<file path="src/hdl/framer_defines.svh">
`ifndef FRAMER_DEFINES_SVH
`define FRAMER_DEFINES_SVH
`define START_DELIM 8'h02
`define END_DELIM 8'h03
`define TYPE_REQUEST 8'h52
`define TYPE_CONFIRM 8'h43
`define TYPE_INDICATION 8'h69
`define TYPE_RESPONSE 8'h72
`define MAX_PAYLOAD 16'h014D
`define LEN_W 16
`define BYTE_W 8
`define PIN_SYNC_W 2
`define PIN_SYNC_RST 2'h1
`define RTS_N_RST 1'h0
`define TL_EN_RST 1'h1
`endif

</file>
<file path="src/hdl/framer_pkg.sv">
`include "framer_defines.svh"
package framer_pkg;
	typedef logic [`BYTE_W-1:0] byte_t;
	typedef logic [`LEN_W-1:0] len_t;
	typedef enum logic [3:0] {
		TX_IDLE, TX_STX, TX_TYPE, TX_OP, TX_LENL, TX_LENH, TX_CHK, TX_DATA, TX_ETX
	} tx_state_t;
	typedef enum logic [2:0] {
		RX_HUNT, RX_TYPE, RX_OP, RX_LENL, RX_LENH, RX_CHK, RX_DATA, RX_ETX
	} rx_state_t;
	typedef enum logic [1:0] {WK_ON, WK_OFF, WK_WAIT} wake_state_t;
	typedef struct packed {
		tx_state_t tx_st;
		byte_t tx_type;
		byte_t tx_op;
		len_t tx_len;
		byte_t tx_chk;
		len_t tx_cnt;
		byte_t tx_data;
		logic tx_valid;
		logic cmd_ack;
		logic cmd_reject;
		logic pay_ack;
		rx_state_t rx_st;
		byte_t rx_type;
		byte_t rx_op;
		len_t rx_len;
		len_t rx_cnt;
		byte_t rx_sum;
		byte_t rx_byte;
		logic rx_byte_valid;
		logic rx_hdr_valid;
		logic rx_done;
		logic rx_err;
		wake_state_t wk_st;
		logic dis_pend;
		logic tl_enabled;
		logic rts_n;
	} top_state_t;
endpackage

</file>
<file path="src/hdl/sync_if.sv">
`timescale 1ns/10ps
interface sync_if #(parameter int W = 2);
	logic [W-1:0] raw;
	logic [W-1:0] clean;
	modport sync(input raw, output clean);
	modport user(output raw, input clean);
endinterface

</file>
<file path="src/hdl/pin_sync.sv">
`timescale 1ns/10ps
module pin_sync #(
	parameter int W = 2,
	parameter logic [W-1:0] RST = '0
) (
	input wire logic mclk, // System clock.
	input wire logic rst_n, // Asynchronous reset, active low.
	sync_if.sync pins // Raw pins in, filtered levels out.
);
	typedef struct packed {
		logic [W-1:0] s1;
		logic [W-1:0] s2;
		logic [W-1:0] s3;
		logic [W-1:0] clean;
	} sync_state_t;
	sync_state_t s_reg;
	sync_state_t s_next;
	// A level is only taken once the second and third stages agree, which
	// rejects a single sample caught mid-transition.
	always_comb begin
		s_next = s_reg;
		s_next.s1 = pins.raw;
		s_next.s2 = s_reg.s1;
		s_next.s3 = s_reg.s2;
		for (int i = 0; i < W; i++) begin
			if (s_reg.s2[i] == s_reg.s3[i]) begin
				s_next.clean[i] = s_reg.s3[i];
			end
		end
	end
	always_ff @(posedge mclk or negedge rst_n) begin
		if (!rst_n) begin
			s_reg <= {RST, RST, RST, RST};
		end else begin
			s_reg <= s_next;
		end
	end
	assign pins.clean = s_reg.clean;
endmodule

</file>
<file path="src/hdl/host_framer.sv">
`timescale 1ns/10ps
`include "framer_defines.svh"
// Function
// - Host watches CTS while link disabled.
// - Host asserts RTS to wake device.
// - Host holds commands until enabled event.
// - Transparent mode: no framing, raw bytes.
// - Packets start 0x02, end 0x03.
// - Fixed field order, type through end.
// - Length counts payload, at most 333.
// - Checksum: low byte of header sum.
// - Request 0x52, confirm 0x43.
// - Indication 0x69, response 0x72.
// - Opcode is an opaque command code.
module host_framer #(
	parameter framer_pkg::byte_t DISABLE_OP = 8'h00, // Opcode that disables the link.
	parameter framer_pkg::byte_t TL_EN_OP = 8'h00 // Opcode of the link-enabled event.
) (
	input wire logic mclk, // System clock, 10 MHz.
	input wire logic rst_n, // Asynchronous reset, active low.
	input wire logic transparent, // High selects unframed byte passing.
	input wire logic cmd_valid, // Command header offered.
	input wire framer_pkg::byte_t cmd_type, // Packet type to send.
	input wire framer_pkg::byte_t cmd_opcode, // Opcode to send.
	input wire framer_pkg::len_t cmd_len, // Payload length to send.
	output logic cmd_ack, // Pulse: header taken.
	output logic cmd_reject, // Pulse with ack: length too large.
	input wire logic pay_valid, // Payload byte offered.
	input wire framer_pkg::byte_t pay_data, // Payload byte.
	output logic pay_ack, // Pulse: payload byte taken.
	output framer_pkg::byte_t tx_data, // Byte to the UART transmitter.
	output logic tx_valid, // Byte on tx_data is valid.
	input wire logic tx_ready, // UART transmitter takes the byte.
	input wire logic rx_valid, // Byte received by the UART.
	input wire framer_pkg::byte_t rx_data, // Received byte.
	output framer_pkg::byte_t rx_type, // Type of the current packet.
	output framer_pkg::byte_t rx_opcode, // Opcode of the current packet.
	output framer_pkg::len_t rx_len, // Length of the current packet.
	output logic rx_hdr_valid, // Pulse: header checked good.
	output framer_pkg::byte_t rx_byte, // Payload or transparent byte.
	output logic rx_byte_valid, // Pulse: rx_byte is new.
	output logic rx_done, // Pulse: packet closed correctly.
	output logic rx_err, // Pulse: packet discarded.
	input wire logic cts_n, // Pin: device RTS, active low.
	input wire logic host_wake_in, // Pin: device wake line, active high.
	output logic rts_n, // Pin: host RTS to device CTS, active low.
	output logic tl_enabled // Link layer known to be enabled.
);
	import framer_pkg::*;

	// ****************************************
	// Pin synchronisers
	// ****************************************
	sync_if #(.W(`PIN_SYNC_W)) pins ();
	assign pins.raw = {host_wake_in, cts_n};
	pin_sync #(.W(`PIN_SYNC_W), .RST(`PIN_SYNC_RST)) u_sync (
		.mclk(mclk),
		.rst_n(rst_n),
		.pins(pins)
	);
	logic dev_wants_host;
	assign dev_wants_host = pins.clean[1] || !pins.clean[0];

	top_state_t s_reg;
	top_state_t s_next;
	logic slot_free;
	assign slot_free = !s_reg.tx_valid || tx_ready;

	// ****************************************
	// Next-state logic
	// ****************************************
	always_comb begin
		s_next = s_reg;
		s_next.cmd_ack = 1'b0;
		s_next.cmd_reject = 1'b0;
		s_next.pay_ack = 1'b0;
		s_next.rx_byte_valid = 1'b0;
		s_next.rx_hdr_valid = 1'b0;
		s_next.rx_done = 1'b0;
		s_next.rx_err = 1'b0;
		if (s_reg.tx_valid && tx_ready) begin
			s_next.tx_valid = 1'b0;
		end
		// Transmit side.
		case (s_reg.tx_st)
			TX_IDLE: begin
				if (transparent) begin
					if (slot_free && pay_valid && !s_reg.pay_ack) begin
						s_next.tx_data = pay_data;
						s_next.tx_valid = 1'b1;
						s_next.pay_ack = 1'b1;
					end
				end else if (cmd_valid && !s_reg.cmd_ack && s_reg.wk_st == WK_ON) begin
					s_next.cmd_ack = 1'b1;
					if (cmd_len > `MAX_PAYLOAD) begin
						s_next.cmd_reject = 1'b1;
					end else begin
						s_next.tx_type = cmd_type;
						s_next.tx_op = cmd_opcode;
						s_next.tx_len = cmd_len;
						s_next.tx_cnt = '0;
						s_next.tx_chk = cmd_type + cmd_opcode + cmd_len[7:0] + cmd_len[15:8];
						s_next.tx_st = TX_STX;
						if (cmd_type == `TYPE_REQUEST && cmd_opcode == DISABLE_OP) begin
							s_next.dis_pend = 1'b1;
						end
					end
				end
			end
			TX_DATA: begin
				if (s_reg.tx_cnt == s_reg.tx_len) begin
					s_next.tx_st = TX_ETX;
				end else if (slot_free && pay_valid && !s_reg.pay_ack) begin
					s_next.tx_data = pay_data;
					s_next.tx_valid = 1'b1;
					s_next.pay_ack = 1'b1;
					s_next.tx_cnt = s_reg.tx_cnt + 16'h0001;
				end
			end
			default: begin
				if (slot_free) begin
					s_next.tx_valid = 1'b1;
					case (s_reg.tx_st)
						TX_STX: begin
							s_next.tx_data = `START_DELIM;
							s_next.tx_st = TX_TYPE;
						end
						TX_TYPE: begin
							s_next.tx_data = s_reg.tx_type;
							s_next.tx_st = TX_OP;
						end
						TX_OP: begin
							s_next.tx_data = s_reg.tx_op;
							s_next.tx_st = TX_LENL;
						end
						TX_LENL: begin
							s_next.tx_data = s_reg.tx_len[7:0];
							s_next.tx_st = TX_LENH;
						end
						TX_LENH: begin
							s_next.tx_data = s_reg.tx_len[15:8];
							s_next.tx_st = TX_CHK;
						end
						TX_CHK: begin
							s_next.tx_data = s_reg.tx_chk;
							s_next.tx_st = TX_DATA;
						end
						default: begin
							s_next.tx_data = `END_DELIM;
							s_next.tx_st = TX_IDLE;
						end
					endcase
				end
			end
		endcase
		// Receive side.
		if (rx_valid) begin
			if (transparent) begin
				s_next.rx_byte = rx_data;
				s_next.rx_byte_valid = 1'b1;
				s_next.rx_st = RX_HUNT;
			end else begin
				case (s_reg.rx_st)
					RX_HUNT: begin
						if (rx_data == `START_DELIM) begin
							s_next.rx_st = RX_TYPE;
						end
					end
					RX_TYPE: begin
						s_next.rx_type = rx_data;
						s_next.rx_sum = rx_data;
						s_next.rx_st = RX_OP;
					end
					RX_OP: begin
						s_next.rx_op = rx_data;
						s_next.rx_sum = s_reg.rx_sum + rx_data;
						s_next.rx_st = RX_LENL;
					end
					RX_LENL: begin
						s_next.rx_len = {8'h00, rx_data};
						s_next.rx_sum = s_reg.rx_sum + rx_data;
						s_next.rx_st = RX_LENH;
					end
					RX_LENH: begin
						s_next.rx_len = {rx_data, s_reg.rx_len[7:0]};
						s_next.rx_sum = s_reg.rx_sum + rx_data;
						s_next.rx_st = RX_CHK;
					end
					RX_CHK: begin
						s_next.rx_cnt = '0;
						if (rx_data != s_reg.rx_sum || s_reg.rx_len > `MAX_PAYLOAD) begin
							s_next.rx_err = 1'b1;
							s_next.rx_st = RX_HUNT;
						end else begin
							s_next.rx_hdr_valid = 1'b1;
							s_next.rx_st = (s_reg.rx_len == '0) ? RX_ETX : RX_DATA;
						end
					end
					RX_DATA: begin
						s_next.rx_byte = rx_data;
						s_next.rx_byte_valid = 1'b1;
						s_next.rx_cnt = s_reg.rx_cnt + 16'h0001;
						if (s_reg.rx_cnt + 16'h0001 == s_reg.rx_len) begin
							s_next.rx_st = RX_ETX;
						end
					end
					default: begin
						s_next.rx_st = RX_HUNT;
						if (rx_data == `END_DELIM) begin
							s_next.rx_done = 1'b1;
						end else begin
							s_next.rx_err = 1'b1;
						end
					end
				endcase
			end
		end
		// Wake-up handshake.
		case (s_reg.wk_st)
			WK_ON: begin
				if (s_next.rx_done && s_reg.dis_pend && s_reg.rx_op == DISABLE_OP
					&& s_reg.rx_type == `TYPE_CONFIRM) begin
					// A header taken as the link closes would go to a sleeping device.
					// It is left offered instead, so it starts the wake-up next.
					if (s_reg.tx_st == TX_IDLE && !transparent) begin
						s_next.cmd_ack = 1'b0;
						s_next.cmd_reject = 1'b0;
						s_next.tx_st = TX_IDLE;
					end
					s_next.dis_pend = 1'b0;
					s_next.tl_enabled = 1'b0;
					s_next.rts_n = 1'b1;
					s_next.wk_st = WK_OFF;
				end
			end
			WK_OFF: begin
				if ((cmd_valid && !transparent) || dev_wants_host) begin
					s_next.rts_n = 1'b0;
					s_next.wk_st = WK_WAIT;
				end
			end
			default: begin
				// Either a confirm or an indication may carry the enabled event.
				if (s_next.rx_done && s_reg.rx_op == TL_EN_OP
					&& (s_reg.rx_type == `TYPE_CONFIRM
					|| s_reg.rx_type == `TYPE_INDICATION)) begin
					s_next.tl_enabled = 1'b1;
					s_next.wk_st = WK_ON;
				end
			end
		endcase
	end

	// ****************************************
	// State register
	// ****************************************
	always_ff @(posedge mclk or negedge rst_n) begin
		if (!rst_n) begin
			s_reg <= '0;
			s_reg.tx_st <= TX_IDLE;
			s_reg.rx_st <= RX_HUNT;
			s_reg.wk_st <= WK_ON;
			s_reg.rts_n <= `RTS_N_RST;
			s_reg.tl_enabled <= `TL_EN_RST;
		end else begin
			s_reg <= s_next;
		end
	end

	assign cmd_ack = s_reg.cmd_ack;
	assign cmd_reject = s_reg.cmd_reject;
	assign pay_ack = s_reg.pay_ack;
	assign tx_data = s_reg.tx_data;
	assign tx_valid = s_reg.tx_valid;
	assign rx_type = s_reg.rx_type;
	assign rx_opcode = s_reg.rx_op;
	assign rx_len = s_reg.rx_len;
	assign rx_hdr_valid = s_reg.rx_hdr_valid;
	assign rx_byte = s_reg.rx_byte;
	assign rx_byte_valid = s_reg.rx_byte_valid;
	assign rx_done = s_reg.rx_done;
	assign rx_err = s_reg.rx_err;
	assign rts_n = s_reg.rts_n;
	assign tl_enabled = s_reg.tl_enabled;
endmodule

</file>
<file path="config.mk">
export PLATFORM = sky130hd
export DESIGN_NAME = host_framer
export DESIGN_NICKNAME = d
export VERILOG_FILES = /design/src/hdl/framer_pkg.sv /design/src/hdl/sync_if.sv /design/src/hdl/pin_sync.sv /design/src/hdl/host_framer.sv
export VERILOG_INCLUDE_DIRS = /design/src /design/src/hdl
export SDC_FILE = /design/constraint.sdc
export NUM_CORES = 1
export LEC_CHECK = 0
export CAP_MARGIN = 20
export CORE_MARGIN = 2
export CORE_UTILIZATION = 45
export CTS_BUF_LIST = sky130_fd_sc_hd__clkbuf_16
export DETAILED_ROUTE_END_ITERATION = 8
export DONT_BUFFER_PORTS = 1
export MAX_ROUTING_LAYER = met4
export PLACE_DENSITY = 0.66
export SLEW_MARGIN = 10
export SYNTH_ARGS = -nofsm -noshare
export SYNTH_HDL_FRONTEND = slang
export SYNTH_SLANG_ARGS = --single-unit
export TNS_END_PERCENT = 10
</file>
<file path="constraint.sdc">
create_clock -name mclk -period 2.65 [get_ports mclk]
set_clock_uncertainty 0.05 [all_clocks]
set_input_delay 0.1325 -clock mclk [delete_from_list [all_inputs] [get_ports mclk]]
set_output_delay 0.1325 -clock mclk [all_outputs]
set_load 0.005 [all_outputs]
</file>
[After elaboration in Yosys (flattened, before gate mapping)]
Cells that the tools add are included.
Word-level totals
  output and inout bits: 58
  word-level logic and storage cells: 198
  bits of input ports: 57
  flip-flop bits (word level): 156
Cells by class
  reduce and logical (&&, ||, !) cells: 55
  muxes and demuxes: 64
  equal/unequal tests: 35
  magnitude comparators: 2
  bitwise operators: 4
  add/subtract/negate cells: 6
Operators by type and width (count)
  60-bit 2-to-1 mux: 3
  16-bit case mux with 2 select lines: 3
  25-bit 2-to-1 mux: 2
  8-bit case mux with 6 select lines: 1
  9-bit 2-to-1 mux: 5
  16-bit by 1-bit adder with 16-bit output (second input constant): 2
  8-bit adder: 4
  16-bit == test: 2
  16-bit by 9-bit > comparator with 1-bit output (second input constant): 2
  3-bit AND reduction: 9
  8-bit by 7-bit == test with 1-bit output (second input constant): 3
  4-bit 2-to-1 mux: 6
  3-bit case mux with 7 select lines: 1
  1-bit 2-to-1 mux: 20
  3-bit case mux with 6 select lines: 1
  9-bit case mux with 2 select lines: 1
  4-bit by 3-bit == test with 1-bit output (second input constant): 4
  8-bit by 2-bit == test with 1-bit output (second input constant): 2
  16-bit zero test: 1
  8-bit zero test: 2
  2-bit 2-to-1 mux: 8
  2-bit != test (second input constant): 8
  8-bit case mux with 2 select lines: 1
  3-bit 2-to-1 mux: 5
  30 further kinds: 70

[Depth between registers and ports, before layout]
Gate-level depths: netlist of run 1.
  depth in word-level cells: 11
  gate-level depth with buffers: 14
  mapped depth without buffers: 14

[Cells and area by module]
A second synthesis of run 1 with hierarchy kept.
Second synthesis, totals
  cell total of the unflattened synthesis: 908
  area total of the unflattened synthesis: 8942.3 µm²
By module, submodules not included
  host_framer: sequential area each 3704.8 µm², times used 1, cells an instance 896, area each 8699.6 µm²
  pin_sync: sequential area each 205.2 µm², times used 1, cells an instance 12, area each 242.7 µm²

[Worst setup path before layout of run 1]
No wires, ideal clock.
  path kind: input-to-reg
  start: in cmd_type[2]
  end: reg s_reg[110] in the netlist's numbering
  buffers on the path: 0
  setup time: 125 ps
  arrival time: 2514 ps
  stages on the path: 11
  setup slack: -39 ps
  required time: 2475 ps
  cells stage by stage: inv_1 fa_1 fa_1 inv_1 ha_1 a21o_1 a21o_1 a21o_1 a21oi_1 xnor2_1 mux2_2
On the way
  cells in the longest elaborated chain, start to end: 3
Ends and longest elaborated chain
  start, declared: line host_framer.sv:23  | input wire framer_pkg::byte_t cmd_type,
  8-bit adder (3 in series): line host_framer.sv:102  | s_next.tx_chk = cmd_type + cmd_opcode + cmd_len[7:0] + cmd_len[15:8];
  end signal, assigned: line host_framer.sv:266  | s_reg <= s_next;
  end, declared: line host_framer.sv:64  | top_state_t s_reg;
Every way passes these cells.
A chain may end at the register's enable or synchronous reset.

[Worst setup path after layout of run 1]
  start: reg s_reg[145] in the netlist's numbering
  end: reg s_reg[101] in the netlist's numbering
On the way
  cells in the longest elaborated chain, start to end: 3
  elaborated cells between the ends (all ways): 10
  classes of those cells: 6 x eq/ne; 1 x mux; 3 x reduce/logical
Ends and longest elaborated chain
  4-bit by 3-bit == test with 1-bit output / 4-bit zero test (equally long branches): line host_framer.sv:85  | case (s_reg.tx_st)
  2-bit != test (no source line) / 2-bit nonzero test (equally long branches)
  6-bit AND reduction (no source line)
Several ways; a longest one is shown, not always the timed one.

==> impl_metrics.csv, run 1 <==
group,metric,value,unit
clock_network,cts.clk_slew.worst_paths,0.07,ns
layout,largest_register_ffs,90,
worst_setup_path,crit_start,"s_reg[145]",
status,violations,"negative hold slack",
floorplanning,die_w,145,microns
worst_setup_path,arrival,2.70,ns
worst_setup_path,cp_max_fo,5,
routing,wire_per_inst,19.5,microns
synthesis,ys_ff_latch,156,
layout,finalNetCount,1005,
floorplanning,rows,51,
worst_setup_path,crit_path_start_kind,"register",
sta,post-route-period-util,0.926,
global_route,grt_overflow,0,
synthesis,synth_edf_count,0,
routing,first_pass_iters,5,
power,irDropWorstVdd,473,uV
floorplanning,ioPinCount,115,
routing,via_count,6872,
worst_setup_path,critPathTopFamily,"simple AND/OR/NAND/NOR gates",
layout,finalNonFillerCells,1195,
worst_setup_path,max_stage_delay,0.59,ns
routing,route.detailed.drc,0,
sta,setup-violations-final,0,
worst_setup_path,crit_buf_inv,0,
sta,finalSetupTns,0,ns
clock_network,hold_buffers,49,
worst_setup_path,timing.rr.start,"s_reg[145]",
worst_setup_path,crit_slowest_cell,"or4_4",
global_route,grt_pass1_wl,36800,microns
sta,fmax,408,MHz
status,status,"finished with violations",
worst_setup_path,required,2.90,ns
power,power.density,848,nW/um^2
routing,drt_iter0_drc,609,
synthesis,synth_top_area_share,0.424,
placed_design,dp.cells,1113,
synthesis,avgSynthCellArea,9.95,sq um
global_route,grtUsageTotal,0.234,
placed_design,gp_congestion,0.940,
routing,drt-total-wl,23300,microns
synthesis,synth_largest_area_cell,"dfrtp_1",
placed_design,port_buffers,0,
synthesis,async_flop_share,1.00,
synthesis,yosysSeqAreaShare,0.438,
sta,worst_pin_slew,0.671,ns
sta,slew_viol_final,0,
synthesis,yosys_most_used_dff,"dfrtp_1",
layout,fin_util,0.518,
clock_network,clk_latency,0.42,ns
floorplanning,fp.dieArea,21000,sq um
synthesis,ys_warn_count,0,
worst_setup_path,path_cells,"or4_4 -> nor3_2 -> nand4_1 -> a21oi_1 -> nand2_1 -> o211ai_1 -> o31ai_1",
clock_network,cts_tree,"done",
worst_setup_path,cp-end-kind,"register",
sta,finalHoldViolCount,156,
routing,viasPerCell,5.75,
flow_run,maxCapViolCount,0,
layout,final_cell_mix,"dfrtp_1, nand2_1, nor2_1, dlygate4sd3_1, xnor2_1",
layout,n_fill_cell,1717,
floorplanning,fp.dieH,145,microns
synthesis,syn_nets,984,
sta,fin_crit,2.45,ns
power,leakage,0.00451,uW
floorplanning,core_area,19500,sq um
clock_network,max-clock-path-buffers,2,
synthesis,synthTopCellsByArea,"dfrtp_1, mux2_2, xnor2_1, nand2_1, buf_4",
global_route,grt_max_degree,157,
layout,area_growth,13.0,%
layout,antenna_cells,0,
global_route,antenna_found_initial,0,
synthesis,synth.cell_area,8920,sq um
clock_network,cts_root_buffer,"clkbuf_16",
layout,drive_above_1_share,0.133,
sta,grt_setup_unrepaired,"no",
routing,antenna_left,0,
layout,final_common_cell,"dfrtp_1",
synthesis,syn_inst,896,
sta,whs,-0.650,ns
global_route,grt_pass1_vias,6790,
min_path,hp-class,"in2async",
sta,relSlewSlack,0.552,
floorplanning,start_util,0.458,
clock_network,htreeDepth,4,
worst_setup_path,criticalPathCategory,"reg2reg",
placed_design,hpwl,16000,microns
clock_network,numCtsBuffers,17,
synthesis,synthDistinctLibCells,70,
clock_network,cts_sinks,156,
-- layer usage --
metal  global-route usage  routed length (microns)  vias to the layer above
met1                0.322                    10500                     3383
met2                0.338                    10500                      257
met4               0.0761                      385                        0
met3               0.0642                     1840                       41
li1                     -                        -                     3191
met5                    -                        0                        -
-- worst register-to-register path, cell delays in order, from the launching register on --
cell and delay [ns]:
dfrtp_1 0.38, or4_4 0.59, nor3_2 0.29, nand4_1 0.22
a21oi_1 0.39, nand2_1 0.12, o211ai_1 0.19, o31ai_1 0.09
-- where the power goes --
group | switching, uW | total (uW) | internal (uW)
clock | 969 | 2430 | 1460
sequential | 568 | 3390 | 2820
combinational | 1470 | 2730 | 1260
-- cell families (layout without fill, tap and decap cells) --
group | after synthesis | in the layout | share of synthesized area
AOI/OAI and AO/OA | 175 | 175 | 0.135
xor gates and xnor gates | 66 | 66 | 0.0648
adders and majority gates | 33 | 33 | 0.0584
buffers and inverters | 114 | 148 | 0.0699
DFF | 156 | 156 | 0.438
muxes | 49 | 49 | 0.0613
and+or+nand+nor | 303 | 303 | 0.172
-- final cells by class --
cell class / count / area (sq um) / area share
clock inverters: 15 / 158 / 0.0156
flip-flops and latches: 156 / 3910 / 0.388
repair buffers: 82 / 738 / 0.0732
well taps: 265 / 332 / 0.0329
inverters: 34 / 128 / 0.0127
multi-input cells: 626 / 4390 / 0.435
clock buffers: 17 / 425 / 0.0422
-- worst paths after layout --
kind	endpoint	slack, ns	cells past startpoint
max reg2reg	s_reg[101]	0.20	7
min reg2reg	u_sync.s_next[3]	0.31	0
min	s_reg[32]	-0.65	0
max in group asynchronous	u_sync.s_reg[2]	2.86	0
min in group mclk	cmd_reject	0.01	3
max	s_reg[101]	0.20	7
-- synth_stat cells, drive strengths merged (3+ instances only) --
cell / n
dfrtp: 151
nand2: 97
nor2: 62
buf: 61
xnor2: 46
mux2: 45
o21ai: 43
inv: 33
nand3: 33
a21oi: 29
nand4: 22
xor2: 20
clkbuf: 19
a21o: 16
ha: 16
o31ai: 16
fa: 15
nor4: 13
and2: 12
nor3: 12
a22o: 10
a22oi: 10
nor2b: 10
a221o: 9
nand2b: 9
and3: 6
or4: 6
a21boi: 5
a222oi: 5
dfstp: 5
o211ai: 5
a211oi: 4
a221oi: 4
a31oi: 4
mux2i: 4
nor3b: 4
nor4b: 4
or3: 4
and4: 3
-- timing repair --
action | 4_1_cts | 5_1_grt
setup buffers | 0 | 0
hold endpoints to repair | 253 | 156
resized for setup | 0 | 0
-- through the flow --
step | setup slack, ns | power (uW) | area [sq um] | hold slack (ns)
after floorplan | 0.0146 | 5550 | 8920 | -0.213
after global placement | -0.0559 | 5970 | 9000 | -0.203
after detailed placement | -0.0925 | 6000 | 9000 | -0.202
after CTS | 0.204 | 8530 | 10100 | -0.657
after global routing | 0.0190 | 9070 | 10100 | -0.666
final | 0.197 | 8550 | 10100 | -0.650
Power figures use the tool's default switching activity.
==> run 2, diff against run 1 <==
--- a/config.mk
+++ b/config.mk
@@ -6,6 +6,7 @@
 export SDC_FILE = /design/constraint.sdc
 export NUM_CORES = 1
 export LEC_CHECK = 0
+export ABC_AREA = 1
 export CAP_MARGIN = 20
 export CORE_MARGIN = 2
 export CORE_UTILIZATION = 45
==> run 2 against run 1 <==
The run still ends with negative hold slack left. First-iteration DRC count decreased by 19%. Sequential share of layout area is 0.23 points lower. Total power up 6.0%. Die area grew 1.9%. Clock-buffer cell count did not move. Maximum frequency up 4.9%. Via count grew 9.5%. Largest cell class unchanged.
==> impl_metrics.csv, run 2 <==
group,metric,value,unit
status,status,"finished with violations",
status,violations,"negative hold slack",
sta,fmax,428,MHz
synthesis,synth_largest_area_cell,"dfrtp_1",
global_route,grtUsageTotal,0.239,
synthesis,async_flop_share,1.00,
synthesis,synth.cell_area,9090,sq um
flow_run,maxCapViolCount,0,
routing,drt_iter0_drc,494,
worst_setup_path,arrival,2.61,ns
synthesis,yosys_most_used_dff,"dfrtp_1",
worst_setup_path,required,2.92,ns
clock_network,cts_root_buffer,"clkbuf_16",
power,power.density,894,nW/um^2
floorplanning,core_area,19700,sq um
routing,viasPerCell,5.29,
power,pwr-share-clk,0.266,
floorplanning,ioPinCount,115,
floorplanning,die_w,146,microns
sta,worst_pin_slew,0.679,ns
clock_network,cts_setup_buffers,0,
synthesis,syn_inst,1131,
synthesis,syn_nets,1219,
synthesis,ys_ff_latch,156,
floorplanning,fp.dieH,146,microns
sta,setup-violations-final,0,
synthesis,synth_top_area_share,0.416,
clock_network,cts.clk_slew.worst_paths,0.07,ns
worst_setup_path,cp_max_fo,7,
synthesis,avgSynthCellArea,8.04,sq um
layout,finalNonFillerCells,1422,
clock_network,numCtsBuffers,17,
synthesis,ys_warn_count,0,
sta,finalHoldViolCount,156,
sta,post-route-period-util,0.883,
sta,grt_setup_unrepaired,"no",
power,irDropWorstVdd,536,uV
synthesis,synth_common_cells,"nand2_1, dfrtp_1, inv_1, nand3_1, o21ai_0",
clock_network,htreeDepth,4,
layout,finalNetCount,1231,
worst_setup_path,r2r_slack,0.53,ns
layout,final_common_cell,"nand2_1",
synthesis,synthTopCellsByArea,"dfrtp_1, nand2_1, inv_1, nand3_1, o21ai_0",
routing,antenna_left,0,
power,swShare,0.402,
worst_setup_path,crit_path_start_kind,"primary input",
clock_network,max-clock-path-buffers,2,
sta,relSlewSlack,0.546,
worst_setup_path,timing.rr.start,"s_reg[25]",
clock_network,clk_latency,0.43,ns
synthesis,synth_edf_count,0,
routing,first_pass_iters,5,
placed_design,port_buffers,0,
global_route,grt_max_degree,157,
clock_network,cts_sinks,156,
floorplanning,fp.dieArea,21400,sq um
global_route,grt_pass1_vias,7442,
synthesis,yosysSeqAreaShare,0.430,
power,internal_power,5420,uW
worst_setup_path,r2r-end,"s_reg[75]",
routing,wire_per_inst,16.9,microns
clock_network,cts_tree,"done",
worst_setup_path,crit_start,"transparent",
floorplanning,rows,51,
sta,slew_viol_final,0,
placed_design,dp.cells,1344,
synthesis,synthDistinctLibCells,51,
power,p_switching,3650,uW
placed_design,hpwl,17200,microns
placed_design,gp_congestion,0.921,
worst_setup_path,criticalPathCategory,"in2reg",
global_route,grt_pass1_wl,39400,microns
layout,final_cell_mix,"nand2_1, dfrtp_1, inv_1, nand3_1, o21ai_0",
clock_network,hold_buffers,45,
routing,route.detailed.drc,0,
min_path,hp-class,"in2async",
power,leakage,0.00490,uW
power,seq_power_share,0.394,
routing,via_count,7528,
worst_setup_path,rr_worst_depth,16,
worst_setup_path,crit_end,"s_reg[144]",
worst_setup_path,cp-end-kind,"register",
global_route,grt_overflow,0,
global_route,antenna_found_initial,1,
floorplanning,start_util,0.463,
sta,fin_crit,2.34,ns
sta,whs,-0.656,ns
layout,drive_above_1_share,0.0787,
power,pwr-share-comb,0.340,
power,power.total,9060,uW
synthesis,synth_most_common_cell,"nand2_1",
layout,area_growth,11.5,%
routing,drt-total-wl,24100,microns
layout,largest_register_ffs,90,
[run 2: cell types whose count changed in the layout (fill, tap and decap cells not counted), moves of 10 or more]
cell | before | now
nor2_1 | 62 | 77
nand2_1 | 97 | 271
nor2b_1 | 10 | 0
nand3_1 | 33 | 90
o31ai_1 | 16 | 1
xnor2_1 | 46 | 19
a21o_1 | 16 | 0
mux2_2 | 45 | 0
o22ai_1 | 1 | 24
and2_1 | 11 | 0
o21ai_0 | 42 | 82
inv_1 | 35 | 146
buf_4 | 33 | 15
[run 2: power by group through the flow]
| stage | logic, uW | clock network (uW) | registers [uW] |
|---|---|---|---|
| 2_1_floorplan | 2860 | 0 | 3340 |
| 3_3_place_gp | 2910 | 0 | 3610 |
| 3_5_place_dp | 2960 | 0 | 3620 |
| 4_1_cts | 3040 | 2470 | 3580 |
| 5_1_grt | 3520 | 2560 | 3660 |
| 6_report | 3080 | 2410 | 3570 |
[run 2: metal layers]
layer  part of all wire  global-route usage  vias up  routed length, microns
li1                   -                   -     3680                       -
met1               0.42               0.301     3593                   10200
met2               0.50               0.393      223                   12000
met3              0.066              0.0559       32                    1590
met4              0.014              0.0612        0                     335
met5                  0                   -        -                       0
[run 2: through the flow]
stage | setup TNS (ns) | util | hold slack, ns | instance area (sq um) | worst slack, ns
after global placement | -0.110 | 0.462 | -0.209 | 9090 | -0.0873
final | 0 | 0.516 | -0.656 | 10100 | 0.311
after floorplan | 0 | - | -0.213 | 9090 | 0.0334
after detailed placement | -0.164 | 0.462 | -0.209 | 9090 | -0.107
after global routing | 0 | 0.516 | -0.678 | 10100 | 0.123
after CTS | 0 | 0.515 | -0.672 | 10100 | 0.0238
[run 2: cell type report]
cell class | instances | area (sq um)
Clock buffer | 17 | 425
Inverter | 155 | 582
Multi-Input combinational cell | 753 | 4170
Clock inverter | 15 | 153
Timing Repair Buffer | 60 | 566
Antenna cell | 1 | 2.50
Sequential cell | 156 | 3910
Fill cell | 1914 | 9510
Tap cell | 265 | 332
[run 2: cells by family (layout without fill, tap and decap cells)]
| family | count (synthesis) | in the layout | synth area share |
|---|---|---|---|
| buf+inv | 222 | 247 | 0.113 |
| xor+xnor | 40 | 40 | 0.0385 |
| other cells | 0 | 1 | 0 |
| fa+ha+maj | 33 | 33 | 0.0572 |
| simple gates | 514 | 514 | 0.252 |
| compound gates | 166 | 166 | 0.109 |
| flops | 156 | 156 | 0.430 |
[run 2: worst min-delay path by stage]
stage                     startpoint    endpoint  slack, ns  cells past startpoint
after floorplan                rst_n     cmd_ack      -0.21                      0
after global placement         rst_n  s_reg[106]      -0.21                      0
after detailed placement       rst_n  tx_data[2]      -0.21                      0
after CTS                      rst_n  tx_data[2]      -0.67                      0
after global routing           rst_n  tx_data[2]      -0.68                      0
final                          rst_n  tx_data[3]      -0.66                      0
[run 2: what timing repair did]
item	CTS	global route
setup endpoints to repair	0	3
hold endpoints to repair	241	156
gates resized for setup	0	7
[run 2: worst max-delay path, cell delays in order]
cell and delay (ns):
dlygate4sd3_1 0.68, nor2_1 0.25, dlygate4sd3_1 0.60, nand2_1 0.06, nor2_2 0.24, nand3_1 0.17
nor2_2 0.20, nand3_1 0.15, nand2_1 0.10, inv_1 0.04
